--- src/rtl/vram_xfer_consts.svh ---
`ifndef VRAM_XFER_CONSTS_SVH
`define VRAM_XFER_CONSTS_SVH
// serial memory geometry
`define SAM_WORDS 10'h200
`define SAM_HALF_LAST 9'h0ff
`define SAM_LAST 9'h1ff
`define SAM_HALF_BIT 8
// strobe timing, in ns and derived cycles at 5 ns
`define CLK_PERIOD_NS 5
`define T_STROBE_NS 20
`define T_STROBE_CYC ((`T_STROBE_NS + `CLK_PERIOD_NS - 1) / `CLK_PERIOD_NS)
// stop-set address patterns on a7..a4
`define STOP_1 4'hf
`define STOP_2 4'h7
`define STOP_4 4'h3
`define STOP_8 4'h1
`define STOP_16 4'h0
// fifo depth
`define FIFO_DEPTH 16
`endif

--- src/rtl/vram_xfer_pkg.sv ---
package vram_xfer_pkg;
  // kinds of cycle the controller can run
  typedef enum logic [2:0] {
    OP_FULL_READ, OP_REALTIME_READ, OP_SPLIT_READ, OP_STOP_SET, OP_OPTION_RESET
  } op_t;
  // one user command
  typedef struct packed {
    op_t op;
    logic [8:0] row;
    logic [8:0] col;
  } cmd_t;
  // strobe pins toward the device
  typedef struct packed {
    logic ras_n;
    logic cas_n;
    logic transfer_or_output_strobe_n;
    logic write_mask_strobe_n;
    logic special_function_select;
    logic shift_out_gate_n;
    logic shift_clock;
    logic [8:0] addr;
  } pins_t;
endpackage : vram_xfer_pkg

--- src/rtl/vram_xfer_ctrl.sv ---
// Functional notes
// transfer-strobe low at row fall starts transfer
// select level picks full or split
// full read: transfer low, mask high, select low
// row address picks copied row portions
// column address becomes the tap
// half flag follows column msb on full
// realtime: raise transfer strobe with shift rise
// early transfer-strobe rise means internal timing
// split loads only the idle half
// full read precedes any split read
// split: select high, mask high, transfer low
// split tap uses low eight column bits
// half flag shows shifting half
// half flag toggles at 255 or 511
// upper split raises flag at 255th shift
// full tap read before split tap
// second split overwrites first before boundary
// no split means wrap to zero
// no split inside boundary forbidden window
// split leaves serial direction unchanged
// split copy timed internally
// stop point valid after next split
// stop-set size from row a7..a4
// each shift rise advances serial counter
`timescale 1ns/10ps
`default_nettype none
`include "vram_xfer_consts.svh"

// small fifo with valid/ready on both sides
module xfer_fifo #(
  parameter int WIDTH = 16,
  parameter int DEPTH = 16
) (
  input wire logic clk,
  input wire logic rstn,
  input wire logic [WIDTH-1:0] in_data,
  input wire logic in_valid,
  output logic in_ready,
  output logic [WIDTH-1:0] out_data,
  output logic out_valid,
  input wire logic out_ready
);
  localparam int AW = $clog2(DEPTH);
  logic [WIDTH-1:0] mem [DEPTH];
  logic [AW-1:0] wp_q;
  logic [AW-1:0] rp_q;
  logic [AW:0] cnt_q;
  logic push;
  logic pop;
  assign in_ready = (cnt_q != (AW+1)'(DEPTH));
  assign out_valid = (cnt_q != '0);
  assign out_data = mem[rp_q];
  assign push = in_valid && in_ready;
  assign pop = out_valid && out_ready;
  // storage write
  always_ff @(posedge clk) begin
    if (push) begin
      mem[wp_q] <= in_data;
    end
  end
  // pointers and fill count
  always_ff @(posedge clk) begin
    if (!rstn) begin
      wp_q <= '0;
      rp_q <= '0;
      cnt_q <= '0;
    end else begin
      if (push) begin
        wp_q <= wp_q + 1'b1;
      end
      if (pop) begin
        rp_q <= rp_q + 1'b1;
      end
      cnt_q <= cnt_q + (AW+1)'(push) - (AW+1)'(pop);
    end
  end
endmodule : xfer_fifo

// controller driving transfer cycles and shifting serial data out
module vram_xfer_ctrl
  import vram_xfer_pkg::*;
(
  // clock and reset
  input wire logic CLK,
  input wire logic RSTN,
  // user command port
  input wire cmd_t CMD,
  input wire logic CMD_VALID,
  output logic CMD_READY,
  input wire logic [9:0] SHIFT_COUNT,
  // serial data to user
  output logic [15:0] DATA_OUT,
  output logic DATA_VALID,
  input wire logic DATA_READY,
  // device pins
  output pins_t PINS,
  input wire logic [15:0] SERIAL_DATA,
  input wire logic ACTIVE_HALF_FLAG,
  // status
  output logic HALF_FLAG_SEEN,
  output logic FULL_DONE,
  output logic ERROR_SPLIT
);
  typedef enum {ST_IDLE, ST_ROW, ST_COL, ST_HOLD, ST_END, ST_SHIFT_LO, ST_SHIFT_HI} st_t;
  st_t st_q;
  cmd_t cmd_q; // latched command
  logic [7:0] tmr_q; // strobe phase timer
  logic [9:0] shifts_q; // shifts left to run
  logic full_done_q; // full read seen since reset
  logic err_q; // split refused
  logic [15:0] sd_s1_q; // serial data sync
  logic [15:0] sd_s2_q;
  logic flag_s1_q; // half flag sync
  logic flag_s2_q;
  logic [15:0] fifo_in_q;
  logic fifo_in_v_q;
  logic [1:0] cap_q; // shift pulses waiting out the sync delay
  logic fifo_in_rdy;
  pins_t pins_q;
  logic tmr_done;
  logic split_refused;
  assign tmr_done = (tmr_q == 8'(`T_STROBE_CYC - 1));
  assign split_refused = (CMD.op == OP_SPLIT_READ) && !full_done_q;
  assign CMD_READY = (st_q == ST_IDLE);
  assign PINS = pins_q;
  assign FULL_DONE = full_done_q;
  assign ERROR_SPLIT = err_q;
  assign HALF_FLAG_SEEN = flag_s2_q;

  // input synchronisers
  always_ff @(posedge CLK) begin
    if (!RSTN) begin
      sd_s1_q <= 16'h0;
      sd_s2_q <= 16'h0;
      flag_s1_q <= 1'b0;
      flag_s2_q <= 1'b0;
    end else begin
      sd_s1_q <= SERIAL_DATA;
      sd_s2_q <= sd_s1_q;
      flag_s1_q <= ACTIVE_HALF_FLAG;
      flag_s2_q <= flag_s1_q;
    end
  end

  // sequencer for transfer, refresh option and shift phases
  always_ff @(posedge CLK) begin
    if (!RSTN) begin
      st_q <= ST_IDLE;
      cmd_q <= '0;
      tmr_q <= 8'h0;
      shifts_q <= 10'h0;
      full_done_q <= 1'b0;
      err_q <= 1'b0;
      pins_q <= '{ras_n: 1'b1, cas_n: 1'b1, transfer_or_output_strobe_n: 1'b1,
                 write_mask_strobe_n: 1'b1, special_function_select: 1'b0,
                 shift_out_gate_n: 1'b0, shift_clock: 1'b0, addr: 9'h0};
    end else begin
      case (st_q)
        ST_IDLE: begin
          if (CMD_VALID && split_refused) begin
            err_q <= 1'b1;
          end else if (CMD_VALID) begin
            cmd_q <= CMD;
            shifts_q <= SHIFT_COUNT;
            // shifts only follow the strobe cycle, so no split meets a boundary edge
            st_q <= ST_ROW;
            pins_q.addr <= CMD.row;
            // cas first for refresh options, else row strobe levels for transfer
            if (CMD.op == OP_STOP_SET || CMD.op == OP_OPTION_RESET) begin
              pins_q.cas_n <= 1'b0;
              pins_q.special_function_select <= (CMD.op == OP_STOP_SET);
              pins_q.write_mask_strobe_n <= (CMD.op != OP_STOP_SET);
              pins_q.addr <= {CMD.row[8], CMD.row[7:4], 4'h0};
            end else begin
              pins_q.transfer_or_output_strobe_n <= 1'b0;
              pins_q.write_mask_strobe_n <= 1'b1;
              pins_q.special_function_select <= (CMD.op == OP_SPLIT_READ);
            end
            full_done_q <= full_done_q || (CMD.op inside {OP_FULL_READ, OP_REALTIME_READ});
          end
        end
        ST_ROW: begin
          // row strobe falls with levels already set up
          pins_q.ras_n <= 1'b0;
          tmr_q <= tmr_q + 8'h1;
          if (tmr_done) begin
            tmr_q <= 8'h0;
            if (cmd_q.op == OP_STOP_SET || cmd_q.op == OP_OPTION_RESET) begin
              st_q <= ST_HOLD;
            end else begin
              st_q <= ST_COL;
              // full/split: release transfer strobe before column, internal timing
              pins_q.transfer_or_output_strobe_n <= (cmd_q.op != OP_REALTIME_READ);
              pins_q.addr <= (cmd_q.op == OP_SPLIT_READ) ?
                {1'b0, cmd_q.col[7:0]} : cmd_q.col;
            end
          end
        end
        ST_COL: begin
          pins_q.cas_n <= 1'b0;
          tmr_q <= tmr_q + 8'h1;
          if (tmr_done) begin
            tmr_q <= 8'h0;
            st_q <= ST_HOLD;
          end
        end
        ST_HOLD: begin
          // realtime: raise transfer strobe with shift clock rise
          if (cmd_q.op == OP_REALTIME_READ) begin
            pins_q.transfer_or_output_strobe_n <= 1'b1;
            pins_q.shift_clock <= 1'b1;
          end
          st_q <= ST_END;
        end
        ST_END: begin
          pins_q.ras_n <= 1'b1;
          pins_q.cas_n <= 1'b1;
          pins_q.shift_clock <= 1'b0;
          pins_q.transfer_or_output_strobe_n <= 1'b1;
          pins_q.write_mask_strobe_n <= 1'b1;
          pins_q.special_function_select <= 1'b0;
          tmr_q <= tmr_q + 8'h1;
          if (tmr_done) begin
            tmr_q <= 8'h0;
            st_q <= (shifts_q != 10'h0) ? ST_SHIFT_LO : ST_IDLE;
          end
        end
        ST_SHIFT_LO: begin
          // each rise advances the device counter; wait till the last word has landed
          if (fifo_in_rdy && cap_q == 2'h0 && !fifo_in_v_q) begin
            pins_q.shift_clock <= 1'b1;
            st_q <= ST_SHIFT_HI;
          end
        end
        ST_SHIFT_HI: begin
          pins_q.shift_clock <= 1'b0;
          shifts_q <= shifts_q - 10'h1;
          st_q <= (shifts_q == 10'h1) ? ST_IDLE : ST_SHIFT_LO;
        end
        default: st_q <= ST_IDLE;
      endcase
    end
  end

  // capture one serial word per shift pulse, three cycles after the rise (sync delay)
  always_ff @(posedge CLK) begin
    if (!RSTN) begin
      fifo_in_q <= 16'h0;
      fifo_in_v_q <= 1'b0;
      cap_q <= 2'h0;
    end else begin
      cap_q <= {cap_q[0], st_q == ST_SHIFT_HI};
      fifo_in_v_q <= cap_q[1];
      if (cap_q[1]) begin
        fifo_in_q <= sd_s2_q;
      end
    end
  end

  // serial data buffer
  xfer_fifo #(.WIDTH(16), .DEPTH(`FIFO_DEPTH)) u_fifo (
    .clk(CLK),
    .rstn(RSTN),
    .in_data(fifo_in_q),
    .in_valid(fifo_in_v_q),
    .in_ready(fifo_in_rdy),
    .out_data(DATA_OUT),
    .out_valid(DATA_VALID),
    .out_ready(DATA_READY)
  );

  // row strobe falls only with transfer strobe set up low for full and split transfers
  a_xfer_strobe_setup: assert property (@(posedge CLK) disable iff (!RSTN)
    (st_q == ST_ROW && pins_q.ras_n && cmd_q.op inside {OP_FULL_READ, OP_SPLIT_READ})
    |-> !pins_q.transfer_or_output_strobe_n) else $error("transfer strobe high at row fall");
  a_split_select_high: assert property (@(posedge CLK) disable iff (!RSTN)
    (st_q == ST_ROW && cmd_q.op == OP_SPLIT_READ) |-> pins_q.special_function_select &&
    pins_q.write_mask_strobe_n) else $error("split select levels wrong");
  a_full_select_low: assert property (@(posedge CLK) disable iff (!RSTN)
    (st_q == ST_ROW && cmd_q.op == OP_FULL_READ) |-> !pins_q.special_function_select &&
    pins_q.write_mask_strobe_n) else $error("full select levels wrong");
  a_split_needs_full: assert property (@(posedge CLK) disable iff (!RSTN)
    (st_q == ST_ROW && cmd_q.op == OP_SPLIT_READ) |-> full_done_q)
    else $error("split before full read");
  a_rt_strobe_sync: assert property (@(posedge CLK) disable iff (!RSTN)
    (cmd_q.op == OP_REALTIME_READ && $rose(pins_q.transfer_or_output_strobe_n))
    |-> $rose(pins_q.shift_clock)) else $error("realtime rise not with shift");
  a_stop_set_levels: assert property (@(posedge CLK) disable iff (!RSTN)
    (st_q == ST_ROW && cmd_q.op == OP_STOP_SET) |-> !pins_q.cas_n && !pins_q.write_mask_strobe_n
    && pins_q.special_function_select) else $error("stop set levels wrong");
  a_split_no_shift: assert property (@(posedge CLK) disable iff (!RSTN)
    (cmd_q.op == OP_SPLIT_READ && !pins_q.ras_n) |-> !pins_q.shift_clock)
    else $error("shift edge during split cycle");
  a_fifo_no_drop: assert property (@(posedge CLK) disable iff (!RSTN)
    fifo_in_v_q |-> fifo_in_rdy) else $error("captured word lost at full fifo");
endmodule : vram_xfer_ctrl
`default_nettype wire

--- config.mk ---
export PLATFORM = sky130hd
export DESIGN_NAME = vram_xfer_ctrl
export DESIGN_NICKNAME = d
export VERILOG_FILES = /design/src/rtl/vram_xfer_pkg.sv /design/src/rtl/vram_xfer_ctrl.sv
export VERILOG_INCLUDE_DIRS = /design/src /design/src/rtl
export SDC_FILE = /design/constraint.sdc
export NUM_CORES = 1
export LEC_CHECK = 0
export BUFFER_PORTS_ARGS = -buffer_cell sky130_fd_sc_hd__buf_4
export CORE_ASPECT_RATIO = 0.9
export CORE_UTILIZATION = 35
export DETAILED_ROUTE_END_ITERATION = 7
export PLACE_DENSITY_LB_ADDON = 0.3
export SLEW_MARGIN = 20
export SYNTH_ARGS = -nofsm -noshare
export SYNTH_HDL_FRONTEND = slang
export SYNTH_HIERARCHICAL = 1
export SYNTH_SLANG_ARGS = --single-unit
--- constraint.sdc ---
create_clock -name CLK -period 4.2 [get_ports CLK]
set_clock_uncertainty 0.2 [all_clocks]
set_input_delay 0.42 -clock CLK [delete_from_list [all_inputs] [get_ports CLK]]
set_output_delay 0.42 -clock CLK [all_outputs]
set_load 0.005 [all_outputs]
==> impl_metrics.tcl, run 1 <==
set metrics [dict create \
    status "finished clean" \
    r2r_slack_ns 0.94 \
    dr.pass1.iters 5 \
    timing.max_cap.violations 0 \
    grt_pass1_vias 8103 \
    ys_seq_area_share_pct 68.57 \
    rsz0062_at_grt "false" \
    n_antenna_cell 0 \
    hold_depth 3 \
    nFillCells 3642 \
    worstPathRequired_ns 3.58 \
    die_w_um 218.1 \
    netlist-cell-type-count 67 \
    htree_levels 2 \
    syn_avg_cell_area_sq_um 15.69 \
    place.gp.congestion 0.7358 \
    critPathCapture "DATA_OUT[6]" \
    gr-usage-all-layers_pct 15.13 \
    relSlewSlack_pct 24.58 \
    ios 89 \
    fin_crit_ns 3.347 \
    wl_per_cell_um 19.25 \
    synth_top_family_by_area "multiplexers" \
    finalSetupViolCount 0 \
    synthesis.instances 938 \
    endpoint_kind "primary output" \
    yosys.area_share.simple_pct 8.664 \
    path_buf_inv 2 \
    hold_violations 0 \
    synth-seq-cells 376 \
    worstRegToRegCells 13 \
    synthAdderAreaFrac_pct 1.326 \
    cp_cell_sequence "buf_4 -> mux4_1 -> a22oi_1 -> nand2_1 -> buf_4" \
    seq_area_sq_mm 0.01009 \
    routed_via_density 5.022 \
    synthXorXnorAreaFrac_pct 0.8333 \
    grt_overflow 0 \
    synth.mux.area_fraction_pct 11.95 \
    synth-compound-area-share_pct 6.088 \
    drc_errors 0 \
    slew_viol_final 0 \
    cts_hold_buf 40 \
    async_flop_share_pct 0 \
    slowest_stage "dfxtp_4" \
    cts_resized 0 \
    rows 70 \
    syn_to_final_growth_pct 20.21 \
    synth_area_sq_mm 0.01472 \
    hold_path.class "input pin to register" \
    worstSetupStartpointType "register" \
    grt_pass1_wl_mm 48.63 \
    regToRegEndpoint "u_fifo/cnt_q[4]" \
    cts_setup_buffers 0 \
    wl_mm 31.79 \
    drt_iter0_drc 553 \
    core_area_sq_mm 0.04108 \
    crit_path_max_incr_delay_ns 0.62 \
    dp_hpwl_mm 18.65 \
    cp.depth 5 \
    multi_input_area_sq_mm 0.004279 \
    numCtsBuffers 40 \
    clock_path_buffers 3 \
    critPathArrivalTime_ns 2.73 \
    p_leak_nw 6.099 \
    clkTransAtPathRegs_ns 0.06 \
    clkSinkCount 376 \
    clock_latency_ns 0.55 \
    fmax_mhz 298.8 \
    ant_nets 0 \
    die_h_um 196.5 \
    die-area_sq_mm 0.04287 \
    finalInstanceArea_sq_mm 0.01769 \
    yosys_warnings 6 \
    start_util_pct 35.82 \
    finalSetupTns_ns 0 \
    synth_edf_count 256 \
    p_total_mw 8.915 \
    crit_top_cell "buf_4" \
    synth_flop_cell "edfxtp_1" \
    root_buffer "clkbuf_16" \
    cpLargestDelayFamily "flip-flops" \
    power_density_mw_per_mm2 504.0 \
    cts_tree "done" \
    portBuffers 87 \
    reg2reg_from "u_fifo/cnt_q[3]" \
    nets 1147 \
    path_max_fanout 21 \
    place_area_sq_mm 0.01598 \
    worst_pin_slew_ns 1.130 \
    drive_above_1_share_pct 20.59 \
    num_vias 8297 \
    peakVddDrop_mv 0.2683 \
    critPathKind "register to primary output" \
    whs_ns 0.03413 \
    grt_max_degree 64 \
    antenna_found_initial 0 \
    period_share_pct 79.69 \
    syn_nets 1005 \
]
==> layer usage <==
metal,vias up,track usage [%],part of all wire [%],wire (um)
li1,3884,-,-,-
met1,4155,20.94,47,14840
met2,204,23.61,46,14500
met3,54,2.778,5.0,1601
met4,0,5.828,2.7,853
met5,-,0,0,0
==> worst min-delay path: cells and delay by family <==
kind	cells	cell delay [ns]
AOI/OAI and AO/OA	1	0.08
buffers and inverters	1	0.11
muxes	1	0.12
==> cell usage after synthesis (2+ instances only) <==
| library cell | number | area [sq um] |
|---|---|---|
| edfxtp_1 | 256 | 7687 |
| dfxtp_1 | 120 | 2402 |
| nand2_1 | 61 | 229.0 |
| and2_1 | 56 | 350.3 |
| nor2_1 | 51 | 191.4 |
| a21oi_1 | 44 | 220.2 |
| mux4_2 | 44 | 991.0 |
| a22oi_1 | 39 | 292.8 |
| clkbuf_1 | 25 | 93.84 |
| mux2i_1 | 22 | 220.2 |
| mux4_1 | 20 | 525.5 |
| inv_1 | 19 | 71.32 |
| nand3_1 | 16 | 80.08 |
| o21ai_0 | 15 | 75.07 |
| ha_1 | 14 | 175.2 |
| a211oi_1 | 11 | 82.58 |
| xnor2_1 | 10 | 87.58 |
| buf_2 | 9 | 45.04 |
| nor3_1 | 8 | 40.04 |
| buf_6 | 6 | 67.56 |
| nand2b_1 | 6 | 37.54 |
| nor2b_1 | 6 | 37.54 |
| nor4_1 | 6 | 37.54 |
| or3_1 | 6 | 37.54 |
| buf_4 | 5 | 37.54 |
| xor2_1 | 4 | 35.03 |
| a21boi_0 | 3 | 22.52 |
| a311oi_1 | 3 | 26.28 |
| nor3b_1 | 3 | 22.52 |
| o311a_1 | 3 | 30.03 |
| a21o_1 | 2 | 15.01 |
| a22o_1 | 2 | 17.52 |
| a31oi_1 | 2 | 12.51 |
| and3_1 | 2 | 12.51 |
| buf_1 | 2 | 7.510 |
| clkbuf_4 | 2 | 15.01 |
| clkbuf_8 | 2 | 27.53 |
| nand4bb_1 | 2 | 22.52 |
| nor4_2 | 2 | 25.02 |
| nor4b_2 | 2 | 30.03 |
==> cell type report <==
class                   count  area share, %
clock inverters            17          1.047
well taps                 540          3.819
inverters                  20         0.4244
flip-flops and latches    376          57.07
repair buffers            152          7.087
multi-input cells         490          24.19
clock buffers              57          6.366
==> worst min path at each step <==
stage                         startpoint        endpoint  slack, ns
after floorplan                flag_s1_q  HALF_FLAG_SEEN       0.21
after global placement       sd_s1_q[11]     sd_s2_q[11]       0.22
after detailed placement     sd_s1_q[11]     sd_s2_q[11]       0.22
after CTS                        CMD[16]         PINS[7]      0.005
after global routing      SHIFT_COUNT[9]     shifts_q[9]       0.06
final                            CMD[16]         PINS[7]       0.03
==> power by group <==
part           switching, mW  total, mW  leakage [nW]  internal (mW)
logic                  0.571       1.30          2.11          0.733
registers              0.103       4.10          3.35           4.00
clock network           1.40       3.51         0.636           2.11
==> state kept, by name (all words and copies together), names as in the netlist, 8 cells and up, named ones only <==
| name | cells |
|---|---|
| PINS | 15 |
| cmd_q | 12 |
| fifo_in_q | 16 |
| sd_s1_q | 16 |
| sd_s2_q | 16 |
| shifts_q | 10 |
| tmr_q | 8 |
| u_fifo/mem | 256 |
==> logic make-up (layout without fill, tap and decap cells) <==
kind of cell | after synthesis | after routing
adders and majority gates | 15 | 15
AOI/OAI and AO/OA | 135 | 135
muxes | 87 | 87
DFF | 376 | 376
xor gates and xnor gates | 14 | 14
buffers and inverters | 72 | 246
and+or+nand+nor | 238 | 238
other | 1 | 1
==> placed cells by master (no fill, tap or decap), types with 9 or more instances in the layout <==
cell type	count
a211oi_1	11
a21oi_1	44
a22oi_1	39
and2_1	56
buf_4	111
clkbuf_1	12
clkbuf_16	41
clkinv_1	9
dfxtp_1	118
dlygate4sd3_1	40
edfxtp_1	256
ha_1	14
inv_1	19
mux2i_1	22
mux4_1	20
mux4_2	44
nand2_1	61
nand3_1	16
nor2_1	50
o21ai_0	15
xnor2_1	10
==> per-stage QoR <==
step	cells	worst slack, ns	utilization, %
2_1_floorplan	938	1.040	-
5_1_grt	1652	0.6990	43.06
3_3_place_gp	1538	0.9956	38.90
3_5_place_dp	1538	0.9408	38.90
6_report	1652	0.8530	43.06
4_1_cts	1652	0.7916	43.06
Note: power is estimated with default switching activity, not from simulation.
==> run 2, diff against run 1 <==
--- a/config.mk
+++ b/config.mk
@@ -6,6 +6,7 @@
 export SDC_FILE = /design/constraint.sdc
 export NUM_CORES = 1
 export LEC_CHECK = 0
+export ABC_AREA = 1
 export BUFFER_PORTS_ARGS = -buffer_cell sky130_fd_sc_hd__buf_4
 export CORE_ASPECT_RATIO = 0.9
 export CORE_UTILIZATION = 35
==> constraint.sdc (replaced) <==
create_clock -name CLK -period 3.35 [get_ports CLK]
set_clock_uncertainty 0.2 [all_clocks]
set_input_delay 0.335 -clock CLK [delete_from_list [all_inputs] [get_ports CLK]]
set_output_delay 0.335 -clock CLK [all_outputs]
set_load 0.005 [all_outputs]
==> impl_metrics.tcl, run 2 <==
set metrics [dict create \
    hold_end "PINS[3]" \
    most-common-layout-cells "nand2_1, inv_1, edfxtp_1" \
    endpoint_kind "primary output" \
    clkTransAtPathRegs_ns 0.06 \
    root_buffer "clkbuf_16" \
    netlist_top_cells_count "nand2_1, inv_1, edfxtp_1" \
    ys_seq_area_share_pct 62.16 \
    fin_crit_ns 2.845 \
    status "finished clean" \
    htree_levels 2 \
    r2r_slack_ns 0.67 \
    hold_depth 5 \
    switching_share_pct 30.99 \
    gr-usage-all-layers_pct 16.98 \
    regToRegEndpoint "u_fifo/cnt_q[4]" \
    synth_top_area_share_pct 47.36 \
    top_register "u_fifo/mem" \
    largest_reg_flops 256 \
    finalSetupTns_ns 0 \
    clock_latency_ns 0.52 \
    synth-seq-cells 376 \
    start_util_pct 35.64 \
    yosys_warnings 6 \
    ant_nets 0 \
    synthesis.instances 1755 \
    cts_tree "done" \
    wl_mm 39.69 \
    slew_viol_final 0 \
    hold_violations 0 \
    synth_area_leader_cell "edfxtp_1" \
    drc_errors 0 \
    p_seq_share_pct 42.0 \
    drive_above_1_share_pct 10.93 \
    clkSinkCount 376 \
    peakVddDrop_mv 0.3820 \
    final_common_cell "nand2_1" \
    critPathArrivalTime_ns 2.31 \
    reg2reg_from "u_fifo/cnt_q[2]" \
    relSlewSlack_pct 43.56 \
    dr.pass1.iters 5 \
    nFillCells 4409 \
    core_area_sq_mm 0.04555 \
    drt_iter0_drc 769 \
    period_share_pct 84.93 \
    synth_area_sq_mm 0.01623 \
    power_frac_comb_pct 24.3 \
    synth_edf_count 256 \
    numCtsBuffers 39 \
    hold_path.class "input pin to register" \
    async_flop_share_pct 0 \
    path_max_fanout 106 \
    synth_area_leaders "edfxtp_1, dfxtp_1, nand2_1, nand3_1, inv_1" \
    fmax_mhz 351.5 \
    rsz0062_at_grt "false" \
    syn_nets 1822 \
    place.gp.congestion 0.7865 \
    clock_path_buffers 3 \
    synth_flop_cell "edfxtp_1" \
    netlist-cell-type-count 44 \
    grt_overflow 0 \
    wl_per_cell_um 15.69 \
    num_vias 11830 \
    p_int_mw 8.723 \
    syn_to_final_growth_pct 18.46 \
    cts_resized 0 \
    critPathKind "register to primary output" \
    grt_max_degree 129 \
    syn_avg_cell_area_sq_um 9.250 \
    grt_pass1_wl_mm 62.65 \
    switchingPower_mw 3.917 \
    ios 89 \
    worstPathRequired_ns 2.81 \
    min_from "CMD[12]" \
    die_w_um 229.0 \
    worstRegToRegCells 15 \
    rows 74 \
    dp_hpwl_mm 22.97 \
    p_clk_share_pct 33.7 \
    die-area_sq_mm 0.04725 \
    worstSetupStartpointType "register" \
    cts_setup_buffers 0 \
    p_leak_nw 8.518 \
    antenna_found_initial 1 \
    grt_pass1_vias 11407 \
    nets 1959 \
    routed_via_density 4.676 \
    power_density_mw_per_mm2 657.3 \
    synth_most_common_cell "nand2_1" \
    portBuffers 87 \
    die_h_um 206.3 \
    n_antenna_cell 0 \
    timing.max_cap.violations 0 \
    whs_ns 0.03807 \
    worst_pin_slew_ns 0.8457 \
    finalSetupViolCount 0 \
]
## run 2: worst max-delay path by stage
stage / startpoint / end / slack, ns / cells past startpoint
after floorplan: u_fifo/cnt_q[3] / u_fifo/cnt_q[4] / 0.84 / 15
after global placement: u_fifo/cnt_q[3] / u_fifo/cnt_q[4] / 0.68 / 15
after detailed placement: u_fifo/cnt_q[2] / u_fifo/cnt_q[4] / 0.66 / 15
after CTS: register / DATA_OUT[3] / 0.44 / 10
after global routing: register / DATA_OUT[3] / 0.31 / 10
final: register / DATA_OUT[3] / 0.50 / 10
## run 2: cells by family (layout without fill, tap and decap cells)
logic type      Yosys count  after routing  synth area share (%)
fa+ha+maj                15             15                 1.202
other cells               1              1               0.02310
compound gates          101            101                 3.345
xor+xnor                  7              7                0.3777
flops                   376            376                 62.16
simple gates            887            887                 23.11
buf+inv                 368            535                 9.789
## run 2: critical path, cell delays in order (launching register included)
cell and delay (ns):
dfxtp_4 0.35, clkinv_2 0.06, buf_12 0.36, buf_4 0.37, nand2_1 0.08, nand2_1 0.07
nand2_1 0.05, nand3_1 0.08, nand3_1 0.08, nand2_1 0.12, buf_4 0.13
## run 2: metrics by stage
step                      cell area (sq um)  cells  util (%)  total power [mW]  worst slack (ns)
after floorplan                       16230   1755         -             7.585            0.8443
after global placement                17490   2410     38.39             8.390            0.6792
after detailed placement              17490   2410     38.39             8.426            0.6551
after CTS                             19230   2530     42.21             12.78            0.4421
after global routing                  19230   2530     42.21             13.37            0.3122
final                                 19230   2530     42.21             12.64            0.5048
## run 2: repair_timing
item	4_1_cts	5_1_grt
setup endpoints to repair	0	0
hold buffers	49	0
hold endpoints to repair	54	0
## run 2: final cells by class
class | count | area [sq um] | share of cell area [%]
flip-flops and latches | 376 | 10090 | 52.50
multi-input cells | 1011 | 4564 | 23.74
repair buffers | 170 | 1449 | 7.535
inverters | 294 | 1110 | 5.771
clock buffers | 51 | 1074 | 5.583
well taps | 608 | 760.7 | 3.956
clock inverters | 20 | 177.7 | 0.9239
## run 2: power by group through the flow
| stage | Sequential (mW) | Clock [mW] | Combinational (mW) |
|---|---|---|---|
| after detailed placement | 5.40 | 0 | 3.02 |
| after global placement | 5.40 | 0 | 2.99 |
| final | 5.31 | 4.26 | 3.07 |
| after CTS | 5.31 | 4.38 | 3.09 |
| after floorplan | 5.35 | 0 | 2.24 |
| after global routing | 5.33 | 4.56 | 3.48 |
## run 2: metal layers
layer  vias up  track usage [%]  wire length (um)
li1       5866                -                 -
met1      5595            23.10             18270
met2       308            28.54             18490
met3        59            2.552              2214
met4         2            3.905               694
met5         -                0                13
